File: src/core/pxd_pkg.sv
package pxd_pkg;
  // ==========================================================
  // register offsets
  localparam logic [7:0] ADDR_SCAN_CTRL = 8'h0a;
  localparam logic [7:0] ADDR_THRESH = 8'h0b;
  localparam logic [7:0] ADDR_DEB_COMP = 8'h0c;
  localparam logic [7:0] ADDR_STUCK = 8'h0d;
  localparam logic [7:0] ADDR_AVG_POS = 8'h0e;
  localparam logic [7:0] ADDR_RAW_COEFF = 8'h0f;
  localparam logic [7:0] ADDR_AVG_NEG = 8'h10;
  // ==========================================================
  // field positions
  localparam int RANGE_SEL_BIT = 7;
  localparam int IRQ_SEL_BIT = 6;
  localparam int HYST_LSB = 4;
  localparam int SCAN_LSB = 0;
  localparam int CLOSE_DEB_LSB = 6;
  localparam int FAR_DEB_LSB = 4;
  localparam int COMP_PRD_LSB = 0;
  localparam int RAW_COEFF_LSB = 0;
  // ==========================================================
  // reset values
  localparam logic [7:0] RST_SCAN_CTRL = 8'h00;
  localparam logic [7:0] RST_THRESH = 8'h00;
  localparam logic [7:0] RST_DEB_COMP = 8'h00;
  localparam logic [7:0] RST_STUCK = 8'h00;
  localparam logic [7:0] RST_AVG_POS = 8'h00;
  localparam logic [7:0] RST_RAW_COEFF = 8'h00;
  localparam logic [7:0] RST_AVG_NEG = 8'h00;
  // ==========================================================
  // scaling and counts
  localparam logic [15:0] HYST_CODE1 = 16'h0020;
  localparam logic [15:0] HYST_CODE2 = 16'h0080;
  localparam logic [15:0] HYST_CODE3 = 16'h0200;
  localparam logic [2:0] SLOW_SHIFT_BASE = 3'h4;
  localparam int SCAN_CNT_W = 15;
  // ==========================================================
  // types
  typedef struct packed {
    logic raw_filter_range_sel;
    logic irq_bit5_function_sel;
    logic [1:0] detect_hysteresis;
    logic [3:0] scan_interval_code;
    logic [7:0] detect_threshold;
    logic [1:0] close_debounce;
    logic [1:0] far_debounce;
    logic [3:0] periodic_comp_interval;
    logic [7:0] stuck_close_timeout;
    logic [7:0] avg_positive_threshold;
    logic [1:0] raw_filter_coeff;
    logic [7:0] avg_negative_threshold;
  } pxd_cfg_type;

  typedef enum logic [1:0] {
    PXD_FAR = 2'b01,
    PXD_CLOSE = 2'b10
  } pxd_state_type;
endpackage : pxd_pkg

File: src/core/pxd_core.sv
`timescale 1ns/1ps
module pxd_core (
  input wire logic clk,
  input wire logic rst_n,
  input wire logic [7:0] reg_addr,
  input wire logic [7:0] reg_wdata,
  input wire logic reg_wr,
  output logic [7:0] reg_rdata,
  input wire logic touch_tick,
  input wire logic prox_valid,
  input wire logic [15:0] prox_value,
  output logic scan_start,
  output logic near_far_status,
  output logic far_detected_event,
  output logic conversion_done_event,
  output logic irq_bit5_event,
  output logic comp_request,
  output logic raw_filter_off,
  output logic [2:0] raw_filter_shift,
  output logic [15:0] detect_threshold_counts,
  output logic [15:0] hysteresis_counts,
  output logic [10:0] avg_pos_threshold_counts,
  output logic [11:0] avg_neg_threshold_counts
);

  // ==========================================================
  // helpers
  function automatic logic [3:0] deb_need(input logic [1:0] code);
    deb_need = 4'h1 << code;
  endfunction : deb_need

  function automatic logic [15:0] hyst_of(input logic [1:0] code);
    unique case (code)
      2'h0: hyst_of = 16'h0000;
      2'h1: hyst_of = pxd_pkg::HYST_CODE1;
      2'h2: hyst_of = pxd_pkg::HYST_CODE2;
      2'h3: hyst_of = pxd_pkg::HYST_CODE3;
    endcase
  endfunction : hyst_of

  // ==========================================================
  // register file
  pxd_pkg::pxd_cfg_type cfg_reg;

  always_ff @(posedge clk or negedge rst_n) begin
    if (!rst_n) begin
      cfg_reg <= {pxd_pkg::RST_SCAN_CTRL, pxd_pkg::RST_THRESH, pxd_pkg::RST_DEB_COMP,
        pxd_pkg::RST_STUCK, pxd_pkg::RST_AVG_POS, pxd_pkg::RST_RAW_COEFF[1:0],
        pxd_pkg::RST_AVG_NEG};
    end else if (reg_wr) begin
      unique case (reg_addr)
        pxd_pkg::ADDR_SCAN_CTRL: begin
          cfg_reg.raw_filter_range_sel <= reg_wdata[pxd_pkg::RANGE_SEL_BIT];
          cfg_reg.irq_bit5_function_sel <= reg_wdata[pxd_pkg::IRQ_SEL_BIT];
          cfg_reg.detect_hysteresis <= reg_wdata[pxd_pkg::HYST_LSB +: 2];
          cfg_reg.scan_interval_code <= reg_wdata[pxd_pkg::SCAN_LSB +: 4];
        end
        pxd_pkg::ADDR_THRESH: cfg_reg.detect_threshold <= reg_wdata;
        pxd_pkg::ADDR_DEB_COMP: begin
          cfg_reg.close_debounce <= reg_wdata[pxd_pkg::CLOSE_DEB_LSB +: 2];
          cfg_reg.far_debounce <= reg_wdata[pxd_pkg::FAR_DEB_LSB +: 2];
          cfg_reg.periodic_comp_interval <= reg_wdata[pxd_pkg::COMP_PRD_LSB +: 4];
        end
        pxd_pkg::ADDR_STUCK: cfg_reg.stuck_close_timeout <= reg_wdata;
        pxd_pkg::ADDR_AVG_POS: cfg_reg.avg_positive_threshold <= reg_wdata;
        pxd_pkg::ADDR_RAW_COEFF: cfg_reg.raw_filter_coeff <= reg_wdata[pxd_pkg::RAW_COEFF_LSB +: 2];
        pxd_pkg::ADDR_AVG_NEG: cfg_reg.avg_negative_threshold <= reg_wdata;
        default: ;
      endcase
    end
  end

  // read data one cycle after the address; unmapped reads zero
  always_ff @(posedge clk or negedge rst_n) begin
    if (!rst_n) begin
      reg_rdata <= 8'h00;
    end else begin
      unique case (reg_addr)
        pxd_pkg::ADDR_SCAN_CTRL: reg_rdata <= {cfg_reg.raw_filter_range_sel,
          cfg_reg.irq_bit5_function_sel, cfg_reg.detect_hysteresis,
          cfg_reg.scan_interval_code};
        pxd_pkg::ADDR_THRESH: reg_rdata <= cfg_reg.detect_threshold;
        pxd_pkg::ADDR_DEB_COMP: reg_rdata <= {cfg_reg.close_debounce,
          cfg_reg.far_debounce, cfg_reg.periodic_comp_interval};
        pxd_pkg::ADDR_STUCK: reg_rdata <= cfg_reg.stuck_close_timeout;
        pxd_pkg::ADDR_AVG_POS: reg_rdata <= cfg_reg.avg_positive_threshold;
        pxd_pkg::ADDR_RAW_COEFF: reg_rdata <= {6'h00, cfg_reg.raw_filter_coeff};
        pxd_pkg::ADDR_AVG_NEG: reg_rdata <= cfg_reg.avg_negative_threshold;
        default: reg_rdata <= 8'h00;
      endcase
    end
  end

  // ==========================================================
  // derived settings, registered so outputs come from flops
  always_ff @(posedge clk or negedge rst_n) begin
    if (!rst_n) begin
      raw_filter_off <= 1'b1;
      raw_filter_shift <= 3'h0;
      detect_threshold_counts <= 16'h0000;
      hysteresis_counts <= 16'h0000;
      avg_pos_threshold_counts <= 11'h000;
      avg_neg_threshold_counts <= 12'h000;
    end else begin
      if (cfg_reg.raw_filter_range_sel) begin
        raw_filter_off <= 1'b0;
        raw_filter_shift <= pxd_pkg::SLOW_SHIFT_BASE + {1'b0, cfg_reg.raw_filter_coeff};
      end else begin
        raw_filter_off <= (cfg_reg.raw_filter_coeff == 2'h0);
        raw_filter_shift <= {1'b0, cfg_reg.raw_filter_coeff};
      end
      detect_threshold_counts <= {4'h0, cfg_reg.detect_threshold, 4'h0};
      hysteresis_counts <= hyst_of(cfg_reg.detect_hysteresis);
      avg_pos_threshold_counts <= {cfg_reg.avg_positive_threshold, 3'h0};
      avg_neg_threshold_counts <= 12'h000 - {1'b0, cfg_reg.avg_negative_threshold, 3'h0};
    end
  end

  // ==========================================================
  // scan timing
  logic [pxd_pkg::SCAN_CNT_W-1:0] scan_cnt_reg;
  logic [pxd_pkg::SCAN_CNT_W-1:0] scan_period_m1;
  logic scan_on;

  assign scan_on = (cfg_reg.scan_interval_code != 4'h0);
  assign scan_period_m1 = (15'h0001 << (cfg_reg.scan_interval_code - 4'h1)) - 15'h0001;

  // >= so that shrinking the period mid-count cannot overrun
  always_ff @(posedge clk or negedge rst_n) begin
    if (!rst_n) begin
      scan_cnt_reg <= '0;
      scan_start <= 1'b0;
    end else if (!scan_on) begin
      scan_cnt_reg <= '0;
      scan_start <= 1'b0;
    end else if (touch_tick) begin
      if (scan_cnt_reg >= scan_period_m1) begin
        scan_cnt_reg <= '0;
        scan_start <= 1'b1;
      end else begin
        scan_cnt_reg <= scan_cnt_reg + 15'h0001;
        scan_start <= 1'b0;
      end
    end else begin
      scan_start <= 1'b0;
    end
  end

  // ==========================================================
  // proximity decision
  pxd_pkg::pxd_state_type state_reg;
  logic [3:0] deb_cnt_reg;
  logic samp;
  logic close_cond;
  logic far_cond;
  logic [16:0] value_ext;
  logic [16:0] far_limit;
  logic [3:0] close_need;
  logic [3:0] far_need;
  logic far_evt_next;

  assign samp = prox_valid && scan_on;
  assign value_ext = {prox_value[15], prox_value};
  assign far_limit = {1'b0, detect_threshold_counts} - {1'b0, hysteresis_counts};
  assign close_cond = $signed(value_ext) > $signed({1'b0, detect_threshold_counts});
  assign far_cond = $signed(value_ext) < $signed(far_limit);
  assign close_need = deb_need(cfg_reg.close_debounce);
  assign far_need = deb_need(cfg_reg.far_debounce);
  assign far_evt_next = samp && (state_reg == pxd_pkg::PXD_CLOSE) && far_cond &&
    (deb_cnt_reg + 4'h1 >= far_need);

  always_ff @(posedge clk or negedge rst_n) begin
    if (!rst_n) begin
      state_reg <= pxd_pkg::PXD_FAR;
      deb_cnt_reg <= 4'h0;
    end else if (samp) begin
      unique case (state_reg)
        pxd_pkg::PXD_FAR: begin
          if (!close_cond) begin
            deb_cnt_reg <= 4'h0;
          end else if (deb_cnt_reg + 4'h1 >= close_need) begin
            state_reg <= pxd_pkg::PXD_CLOSE;
            deb_cnt_reg <= 4'h0;
          end else begin
            deb_cnt_reg <= deb_cnt_reg + 4'h1;
          end
        end
        pxd_pkg::PXD_CLOSE: begin
          if (!far_cond) begin
            deb_cnt_reg <= 4'h0;
          end else if (far_evt_next) begin
            state_reg <= pxd_pkg::PXD_FAR;
            deb_cnt_reg <= 4'h0;
          end else begin
            deb_cnt_reg <= deb_cnt_reg + 4'h1;
          end
        end
        default: begin
          state_reg <= pxd_pkg::PXD_FAR;
          deb_cnt_reg <= 4'h0;
        end
      endcase
    end
  end

  always_ff @(posedge clk or negedge rst_n) begin
    if (!rst_n) begin
      near_far_status <= 1'b0;
      far_detected_event <= 1'b0;
      conversion_done_event <= 1'b0;
      irq_bit5_event <= 1'b0;
    end else begin
      near_far_status <= samp ? ((state_reg == pxd_pkg::PXD_FAR) ?
        (close_cond && (deb_cnt_reg + 4'h1 >= close_need)) : !far_evt_next) :
        (state_reg == pxd_pkg::PXD_CLOSE);
      far_detected_event <= far_evt_next;
      conversion_done_event <= samp;
      irq_bit5_event <= cfg_reg.irq_bit5_function_sel ? samp : far_evt_next;
    end
  end

  // ==========================================================
  // compensation
  logic [10:0] comp_cnt_reg;
  logic [11:0] stuck_cnt_reg;
  logic [10:0] comp_limit_m1;
  logic [11:0] stuck_limit;
  logic comp_fire;
  logic stuck_fire;

  assign comp_limit_m1 = {cfg_reg.periodic_comp_interval, 7'h00} - 11'h001;
  assign stuck_limit = {cfg_reg.stuck_close_timeout, 4'h0};
  assign comp_fire = samp && (cfg_reg.periodic_comp_interval != 4'h0) &&
    (comp_cnt_reg >= comp_limit_m1);
  assign stuck_fire = samp && (state_reg == pxd_pkg::PXD_CLOSE) &&
    (cfg_reg.stuck_close_timeout != 8'h00) && (stuck_cnt_reg + 12'h001 >= stuck_limit);

  always_ff @(posedge clk or negedge rst_n) begin
    if (!rst_n) begin
      comp_cnt_reg <= 11'h000;
    end else if (cfg_reg.periodic_comp_interval == 4'h0) begin
      comp_cnt_reg <= 11'h000;
    end else if (comp_fire) begin
      comp_cnt_reg <= 11'h000;
    end else if (samp) begin
      comp_cnt_reg <= comp_cnt_reg + 11'h001;
    end
  end

  // counting only in close means leaving close restarts the timeout
  always_ff @(posedge clk or negedge rst_n) begin
    if (!rst_n) begin
      stuck_cnt_reg <= 12'h000;
    end else if (state_reg != pxd_pkg::PXD_CLOSE || cfg_reg.stuck_close_timeout == 8'h00) begin
      stuck_cnt_reg <= 12'h000;
    end else if (stuck_fire) begin
      stuck_cnt_reg <= 12'h000;
    end else if (samp) begin
      stuck_cnt_reg <= stuck_cnt_reg + 12'h001;
    end
  end

  // one pulse requests compensation for either the periodic or the stuck-close timeout
  always_ff @(posedge clk or negedge rst_n) begin
    if (!rst_n) begin
      comp_request <= 1'b0;
    end else begin
      comp_request <= comp_fire || stuck_fire;
    end
  end
endmodule : pxd_core

File: config.mk
export PLATFORM = sky130hd
export DESIGN_NAME = pxd_core
export DESIGN_NICKNAME = d
export VERILOG_FILES = /design/src/core/pxd_pkg.sv /design/src/core/pxd_core.sv
export SDC_FILE = /design/constraint.sdc
export NUM_CORES = 1
export LEC_CHECK = 0
export BUFFER_PORTS_ARGS = -buffer_cell sky130_fd_sc_hd__buf_2
export CAP_MARGIN = 20
export CORE_MARGIN = 2
export CORE_UTILIZATION = 45
export CTS_CLUSTER_SIZE = 28
export DETAILED_ROUTE_END_ITERATION = 10
export PLACE_DENSITY_LB_ADDON = 0.12
export SLEW_MARGIN = 20
export SYNTH_ARGS = -nofsm -noshare
export SYNTH_HDL_FRONTEND = slang
export SYNTH_SLANG_ARGS = --single-unit
File: constraint.sdc
create_clock -name clk -period 4.5 [get_ports clk]
set_input_delay 0.675 -clock clk [delete_from_list [all_inputs] [get_ports clk]]
set_output_delay 0.675 -clock clk [all_outputs]
set_load 0.05 [all_outputs]
**After elaboration in Yosys (flattened, before gate mapping)**

Index checks and enable logic that the tools add are counted.
W data, S select, Z words.

- Flip-flop bits (word level): 156
- Bits of input ports: 37
- Output and inout bits: 73
- Logic and storage cells: 126

- Add/sub/neg operators: 10
- $lt $le $gt $ge: 7
- Equality and inequality tests: 18
- Shift operators: 3
- Muxes and demuxes: 29
- Reduce and logical (&&, ||, !) cells: 29

Operator list:

| kind | count |
|---|---|
| $pmux W16 S4 | 1 |
| $pmux W8 S7 | 1 |
| $eq A8 B4 Y1 const B | 6 |
| $mux W15 | 3 |
| $mux W12 | 3 |
| $mux W11 | 3 |
| $lt A16 B17 Y1 | 1 |
| $sub A12 B16 Y17 | 1 |
| $gt A16 B13 Y1 | 1 |
| $mux W4 | 4 |
| $add A15 B1 Y15 const B | 1 |
| $ge A15 B15 Y1 | 1 |
| $shl A1 B4 Y15 const A | 1 |
| $sub A15 B1 Y15 const B | 1 |
| $reduce_and A2 Y1 | 7 |
| $add A12 B1 Y12 const B | 1 |
| $ge A12 B12 Y1 | 1 |
| $ne A2 B2 Y1 const B | 6 |
| $sub A1 B11 Y12 const A | 1 |
| $add A11 B1 Y11 const B | 1 |
| $ge A11 B11 Y1 | 1 |
| $sub A11 B1 Y11 const B | 1 |
| $logic_and A1 B1 Y1 | 9 |
| $eq A8 B5 Y1 const B | 1 |
| other kinds (21) | 39 |

**Longest topological paths before layout**

Gate-level depths: netlist of run 1.

- Depth after elaboration: 8
- Depth in mapped cells: 17
- Gate-level depth less buffers: 16

**Worst setup path after synthesis of run 1**

No wires, ideal clock.

- Path type: flip-flop to flip-flop
- Start point: register cfg_reg[44] in the netlist's numbering
- End point: register scan_cnt_reg[10] in the netlist's numbering
- Setup time: 0.074 ns
- Data arrival time: 3.165 ns
- Required time: 4.426 ns
- Setup slack: 1.261 ns
- Cell stages (with the launch flop): 17
- Buffers on the path: 2
- Period minus slack after synthesis: 3.239 ns
- Cells stage by stage: dfrtp_1 buf_2 or4b_2 ha_1 clkbuf_1 nor2_1 nand2_1 nand2_1 a31oi_1 ha_1 a21oi_1 nor2b_1 o21ai_0 o21ai_0 nor2_1 a31oi_2 nor2_1

- Longest elaborated chain between the ends: 7
- Elaborated cells on any way between the ends: 9
- Classes of those cells: add/sub: 2; order compare: 1; eq/ne: 1; shift: 1; mux: 3; reduce/logical: 1

Ends and longest elaborated chain:

| element | RTL line | text |
|---|---|---|
| start: declaration | pxd_core.sv:43 | `pxd_pkg::pxd_cfg_type cfg_reg;` |
| start signal: assignment | pxd_core.sv:47 | `cfg_reg <= {pxd_pkg::RST_SCAN_CTRL, pxd_pkg::RST_THRESH, pxd_pkg::RST_DEB_COMP,` |
| $sub A4 B1 Y4 | pxd_core.sv:126 | `assign scan_period_m1 = (15'h0001 << (cfg_reg.scan_interval_code - 4'h1)) - 15'h0001;` |
| $shl A1 B4 Y15 | pxd_core.sv:126 |  |
| $sub A15 B1 Y15 | pxd_core.sv:126 |  |
| $ge A15 B15 Y1 | pxd_core.sv:137 | `if (scan_cnt_reg >= scan_period_m1) begin` |
| $mux W15 | pxd_core.sv:137 |  |
| $mux W15 | pxd_core.sv:136 | `end else if (touch_tick) begin` |
| $mux W15 | pxd_core.sv:133 | `end else if (!scan_on) begin` |
| end signal: assignment | pxd_core.sv:141 | `scan_cnt_reg <= scan_cnt_reg + 15'h0001;` |
| end: declaration | pxd_core.sv:121 | `logic [pxd_pkg::SCAN_CNT_W-1:0] scan_cnt_reg;` |

Several ways; a longest one is shown, not always the timed one. The select of a mux whose other input is x is not followed.
A chain may end at the register's enable or synchronous reset.

**Final worst setup path of run 1**

- Start point: register cfg_reg[44] in the netlist's numbering
- End point: register scan_cnt_reg[6] in the netlist's numbering

Same word-level chain as after synthesis.

==> results of run 1 <==
-- metrics by stage --
step,cell area (um^2),hold WS (ns)
after detailed placement,8581,0.3956
final,9194,0.2543
after global placement,8581,0.3874
after global routing,9194,0.2990
after floorplan,8152,0.3613
after CTS,9194,0.2772
-- kinds of logic after synthesis --
| family | after synthesis | share of synthesized area (%) |
|---|---|---|
| and+or+nand+nor | 267 | 17.14 |
| adders and majority gates | 69 | 10.72 |
| other | 1 | 0.04656 |
| xor gates and xnor gates | 43 | 4.676 |
| AOI/OAI and AO/OA | 135 | 11.01 |
| buffers and inverters | 77 | 5.064 |
| muxes | 55 | 7.814 |
| DFF | 140 | 43.53 |
-- final timing paths --
| path | startpoint | to | slack, ns | cells after the start |
|---|---|---|---|---|
| worst min-delay path | rst_n | scan_cnt_reg[12] | 0.25 | 1 |
| worst max-delay path | cfg_reg[44] | scan_cnt_reg[6] | 0.72 | 14 |
| min in group clk | cfg_reg[14] | avg_pos_threshold_counts[7] | 0.40 | 0 |
| worst min register to register | cfg_reg[14] | avg_pos_threshold_counts[7] | 0.40 | 0 |
| worst max register to register | cfg_reg[44] | scan_cnt_reg[6] | 0.72 | 14 |
| max in group asynchronous | rst_n | state_reg[0] | 3.23 | 2 |
-- layer usage --
layer | wire (um) | vias to the layer above
li1 | - | 2905
met1 | 8198 | 2888
met2 | 9001 | 155
met3 | 786 | 35
met4 | 489 | 0
met5 | 0 | -
-- cells in the mapped netlist (7+ instances only) --
| cell type | number |
|---|---|
| a21oi_1 | 38 |
| mux2i_1 | 10 |
| xnor2_1 | 21 |
| clkbuf_1 | 8 |
| dfrtp_1 | 138 |
| buf_2 | 8 |
| nor2_1 | 48 |
| ha_1 | 69 |
| o21ai_0 | 36 |
| nand4_1 | 10 |
| nand2_1 | 91 |
| xor2_1 | 22 |
| buf_4 | 27 |
| nor2b_1 | 12 |
| inv_1 | 32 |
| nand3_1 | 23 |
| nor3_1 | 14 |
| mux2_2 | 43 |
| and3_1 | 14 |
| nand2b_1 | 13 |
| a222oi_1 | 7 |
| a21o_1 | 10 |
-- worst reg2reg max path: cells and delay by family (launching register included) --
family	cells	cell delay, ns
compound gates	5	0.79
fa+ha+maj	2	0.67
flops	1	0.60
simple gates	7	1.66
-- power groups by stage --
stage	sequential (uW)	clock (uW)	combinational, uW
floorplan	1520	0	392
global placement	1430	0	638
detailed placement	1430	0	658
CTS	1410	1480	664
global route	1420	1540	732
finish	1410	1450	657
-- final cells by class --
class,instances,share of cell area [%]
Inverter,33,1.347
Tap cell,225,3.062
Timing Repair Buffer,84,4.695
Sequential cell,140,38.13
Clock buffer,17,4.627
Clock inverter,15,2.041
Multi-Input combinational cell,596,46.09
-- placed cells by master, fill, tap and decap left out, types with 12 or more instances in the layout --
master     Yosys  final
clkbuf_16      0     17
dfrtp_1      138    138
o21ai_0       36     36
nor3_1        14     14
and3_1        14     14
nor2b_1       12     12
conb_1         1     27
a21oi_1       38     38
nand2b_1      13     13
inv_1         32     32
nand3_1       23     23
xor2_1        22     22
nand2_1       91     91
nor2_1        48     48
buf_2          8     81
ha_1          69     69
xnor2_1       21     21
mux2_2        43     43
==> flow_summary_export.csv, run 1 <==
group,metric,value,unit
place,gp_congestion,0.9033,
timing,post-route-min-period,3.783,ns
worst_setup_path,critPathMaxStageDelay,0.74,ns
layout,antenna_cells,0,
timing,slew_headroom,54.90,%
power_and_ir_drop,p_int,2428,uW
layout,fillerInstances,1558,
yosys,syn_area,8054,um^2
worst_setup_path,slowest_stage,"or4b_2",
timing,setup_viol,0,
layout,fin_util,52.79,%
clocking,cts_buffer_depth,2,
routing,wl_per_cell,16.65,um
worst_setup_path,cp.required,4.85,ns
power_and_ir_drop,totalPowerFinal,3516,uW
yosys,synth_warnings,0,
yosys,synthFlopType,"dfrtp_1",
yosys,synthCells,787,
floorplan,std_cell_rows,48,
yosys,yosys-top-cells-area,"dfrtp_1, ha_1, mux2_2",
clocking,clk_pin_slew_worst_paths,0.06,ns
floorplan,initial_utilization,46.24,%
layout,final-seq-area,3506,um^2
layout,multi_input_area,4238,um^2
yosys,seq_area_frac_synth,43.53,%
global_route,use_met2,35.27,%
floorplan,ios,110,
floorplan,die_w,137.8,um
power_and_ir_drop,seq_power_share,40.0,%
worst_setup_path,crit_chain,"or4b_2 -> ha_1 -> nor2_1 -> nand2_1 -> nand2_1 -> a31oi_1 -> ha_1 -> a21oi_1 -> nor2b_1 -> o21ai_0 -> o21ai_0 -> nor2_1 -> a31oi_2 -> nor2_1",
yosys,avgSynthCellArea,10.23,um^2
layout,layoutNonFillerInstCount,1110,
timing,fmax,0.2643,GHz
place,dp_slack,0.7515,ns
routing,via_count,5983,
timing,hold_viol_final,0,
yosys,synth_top_area_cell,"dfrtp_1",
worst_setup_path,crit_path_start_kind,"flip-flop",
clocking,postCtsHoldBufs,0,
timing,rsz0062_at_grt,"no",
worst_setup_path,crit_fanout,18,
yosys,ys_async_sr_fraction,100.0,%
clocking,cts.repair.resized,0,
global_route,gr-max-usage-layer,"met2",
timing,min_period_over_period,84.06,%
run_status,status,"completed",
routing,first_pass_iters,5,
worst_setup_path,worst-setup-path-type,"flip-flop to flip-flop",
yosys,ys_ff_latch,140,
worst_setup_path,path_buf_inv,0,
power_and_ir_drop,ir_drop,0.2740,mV
place,placed_cells_incl_taps,1078,
layout,area_growth,14.15,%
timing,fin_worst_skew,0.006851,ns
worst_setup_path,crit_family,"simple AND/OR/NAND/NOR gates",
floorplan,die_y,137.8,um
global_route,grt_max_degree,75,
place,dp_hpwl,13810,um
global_route,track_usage,20.56,%
clocking,root_buffer,"clkbuf_16",
yosys,synth_top_area_share,42.88,%
global_route,grt_pass1_vias,6017,
power_and_ir_drop,switchingPower,1088,uW
global_route,grt_overflow_total,0,
floorplan,die_area,18980,um^2
worst_setup_path,arrival,4.13,ns
clocking,htreeDepth,4,
routing,ant_nets,0,
clocking,cts_buffers,17,
floorplan,coreArea,17420,um^2
routing,drc,0,
routing,drt_iter0_drc,372,
power_and_ir_drop,swShare,30.94,%
clocking,clock-sinks,140,
worst_setup_path,cp-end-kind,"flip-flop",
global_route,met1_usage,25.47,%
timing,tightest_slew,0.6765,ns
clocking,clkLatencyLatePin,0.43,ns
layout,drive_gt1_share,21.13,%
worst_setup_path,path_common_cell,"nor2_1",
flow_run,maxCapViolations,0,
clocking,post_cts.repair.setup_buffers,0,
global_route,grt_pass1_wl,29980,um
layout,nets,978,
routing,routed_via_density,5.390,
yosys,synth_edf_count,0,
global_route,grtUsageMet3,3.863,%
power_and_ir_drop,leakagePower,0.004640,uW
layout,largest_reg_flops,50,
hold_path,holdCritPathClass,"input pin to async pin",
timing,tns,0,ns
routing,routed_wl,18480,um
power_and_ir_drop,clockPowerShare,41.3,%
power_and_ir_drop,power.density,382.4,nW/um^2
clocking,cts_tree,"done",
power_and_ir_drop,p_comb_share,18.7,%
timing,fin_ws,0.7171,ns
global_route,antenna_found_initial,0,
yosys,synth_cell_types,73,
timing,finalMaxSlewViolations,0,
place,io_buffers,82,
Power figures use the tool's default switching activity.
==> run 2, diff against run 1 <==
==> constraint.sdc (replaced) <==
create_clock -name clk -period 3.6 [get_ports clk]
set_input_delay 0.54 -clock clk [delete_from_list [all_inputs] [get_ports clk]]
set_output_delay 0.54 -clock clk [all_outputs]
set_load 0.05 [all_outputs]
==> flow_summary_export.csv, run 2 (synthesized netlist as in run 1, its figures left out) <==
group,metric,value,unit
timing,tns,0,ns
flow_run,maxCapViolations,0,
timing,finalMaxSlewViolations,0,
clocking,clock-sinks,140,
worst_setup_path,crit_family,"simple AND/OR/NAND/NOR gates",
clocking,clkLatencyLatePin,0.43,ns
global_route,grt_pass1_vias,6074,
layout,mostFrequentLayoutCells,"dfrtp_1, nand2_1, buf_2",
timing,setup_viol,0,
layout,final_area,9229,um^2
clocking,cts_tree,"done",
timing,fin_ws,0.3051,ns
timing,post-route-min-period,3.295,ns
place,dp_slack,0.1821,ns
global_route,track_usage,20.73,%
routing,drc,0,
clocking,postCtsHoldBufs,0,
floorplan,die_area,18980,um^2
place,io_buffers,82,
worst_setup_path,crit_fanout,10,
worst_setup_path,cp.depth,14,
timing,slew_headroom,54.79,%
floorplan,die_w,137.8,um
place,placed_cell_area,8631,um^2
timing,tightest_slew,0.6756,ns
global_route,grt_max_degree,73,
clocking,clk_pin_slew_worst_paths,0.06,ns
place,gp_congestion,0.9216,
run_status,status,"completed",
power_and_ir_drop,p_comb_share,19.3,%
layout,layout_commonest_cell,"dfrtp_1",
hold_path,holdCritPathClass,"input pin to async pin",
timing,hold_viol_final,0,
worst_setup_path,worst-setup-path-type,"flip-flop to flip-flop",
floorplan,coreArea,17420,um^2
timing,min_period_over_period,91.52,%
worst_setup_path,slowest_stage,"or4b_2",
worst_setup_path,arrival,3.67,ns
floorplan,std_cell_rows,48,
layout,nets,983,
routing,drt_iter0_drc,317,
clocking,root_buffer,"clkbuf_16",
layout,area_growth,14.59,%
worst_setup_path,rr_startpoint,"cfg_reg[44]",
power_and_ir_drop,switchingPower,1356,uW
routing,routed_wl,18500,um
layout,drive_gt1_share,21.69,%
worst_setup_path,crit_path_start_kind,"flip-flop",
clocking,htreeDepth,4,
routing,via_count,6035,
global_route,grt_pass1_wl,30180,um
routing,wl_per_cell,16.59,um
power_and_ir_drop,clockPowerShare,40.3,%
power_and_ir_drop,ir_drop,0.3525,mV
worst_setup_path,reg2reg_slack,0.31,ns
worst_setup_path,worstReg2RegEnd,"scan_cnt_reg[0]",
worst_setup_path,crit_chain,"or4b_2 -> ha_1 -> nor2_1 -> nand2_1 -> nand2_1 -> a31oi_1 -> ha_1 -> a21oi_1 -> nor2b_1 -> o21ai_0 -> o21ai_0 -> nor2_2 -> and3_1 -> mux2_2",
floorplan,die_y,137.8,um
clocking,cts_buffer_depth,2,
global_route,grt_overflow_total,0,
timing,fin_worst_skew,0.007774,ns
floorplan,ios,110,
global_route,antenna_found_initial,0,
worst_setup_path,r2r_cells,14,
worst_setup_path,cp-end-kind,"flip-flop",
worst_setup_path,cp.required,3.97,ns
routing,routed_via_density,5.413,
clocking,cts_buffers,17,
routing,first_pass_iters,5,
layout,largest_reg_flops,50,
power_and_ir_drop,swShare,31.33,%
worst_setup_path,path_buf_inv,0,
worst_setup_path,critPathMaxStageDelay,0.67,ns
power_and_ir_drop,leakagePower,0.004684,uW
floorplan,initial_utilization,46.24,%
power_and_ir_drop,p_int,2973,uW
timing,fmax,0.3035,GHz
layout,fin_util,52.99,%
routing,ant_nets,0,
power_and_ir_drop,seq_power_share,40.4,%
place,dp_hpwl,13830,um
power_and_ir_drop,power.density,469.1,nW/um^2
layout,antenna_cells,0,
==> run 2: layout make-up <==
| cell class | count | area [um^2] |
|---|---|---|
| Clock buffer | 17 | 425.4 |
| Multi-Input combinational cell | 596 | 4249 |
| Tap cell | 225 | 281.5 |
| Clock inverter | 15 | 161.4 |
| Sequential cell | 140 | 3506 |
| Fill cell | 1566 | 8188 |
| Inverter | 33 | 123.9 |
| Timing Repair Buffer | 89 | 481.7 |
==> run 2: metal layers <==
layer | GRT usage, % | wire length, um | up-vias
met1 | 25.96 | 8244 | 2924
met4 | 8.163 | 518 | 0
met5 | 0 | 0 | -
li1 | - | - | 2920
met2 | 35.21 | 9042 | 150
met3 | 4.194 | 693 | 41
==> run 2: timing repair <==
| item | 4_1_cts | 5_1_grt |
|---|---|---|
| resized for setup | 0 | 2 |
| setup buffers | 0 | 0 |
| endpoints found under the setup margin | 0 | 12 |
==> run 2: worst max path at each step <==
stage	start	slack, ns	endpoint
2_1_floorplan	cfg_reg[44]	0.36	scan_cnt_reg[10]
3_3_place_gp	cfg_reg[44]	0.38	scan_cnt_reg[5]
3_5_place_dp	cfg_reg[44]	0.18	scan_cnt_reg[14]
4_1_cts	cfg_reg[44]	0.17	scan_cnt_reg[14]
5_1_grt	cfg_reg[44]	-0.002	scan_cnt_reg[8]
6_report	cfg_reg[44]	0.31	scan_cnt_reg[0]
==> run 2: stage by stage <==
stage          hold slack (ns)  total power (uW)  cells
2_1_floorplan           0.2444              2390    813
3_3_place_gp            0.3880              2586   1083
3_5_place_dp            0.3887              2611   1083
4_1_cts                 0.1381              4364   1115
5_1_grt                 0.1606              4528   1115
6_report                0.1078              4329   1115
==> run 2: worst reg2reg max path, cell delays in order (launching register included) <==
cell	delay, ns
dfrtp_1	0.38
or4b_2	0.67
ha_1	0.35
nor2_1	0.17
nand2_1	0.07
nand2_1	0.06
a31oi_1	0.09
ha_1	0.30
a21oi_1	0.17
nor2b_1	0.06
o21ai_0	0.14
o21ai_0	0.14
nor2_2	0.26
and3_1	0.23
mux2_2	0.15
==> run 2: power by group through the flow <==
stage | Combinational [uW] | Clock, uW | Sequential [uW]
final | 834 | 1750 | 1750
after global routing | 919 | 1840 | 1760
after CTS | 837 | 1780 | 1750
after detailed placement | 833 | 0 | 1780
after global placement | 811 | 0 | 1780
after floorplan | 490 | 0 | 1900
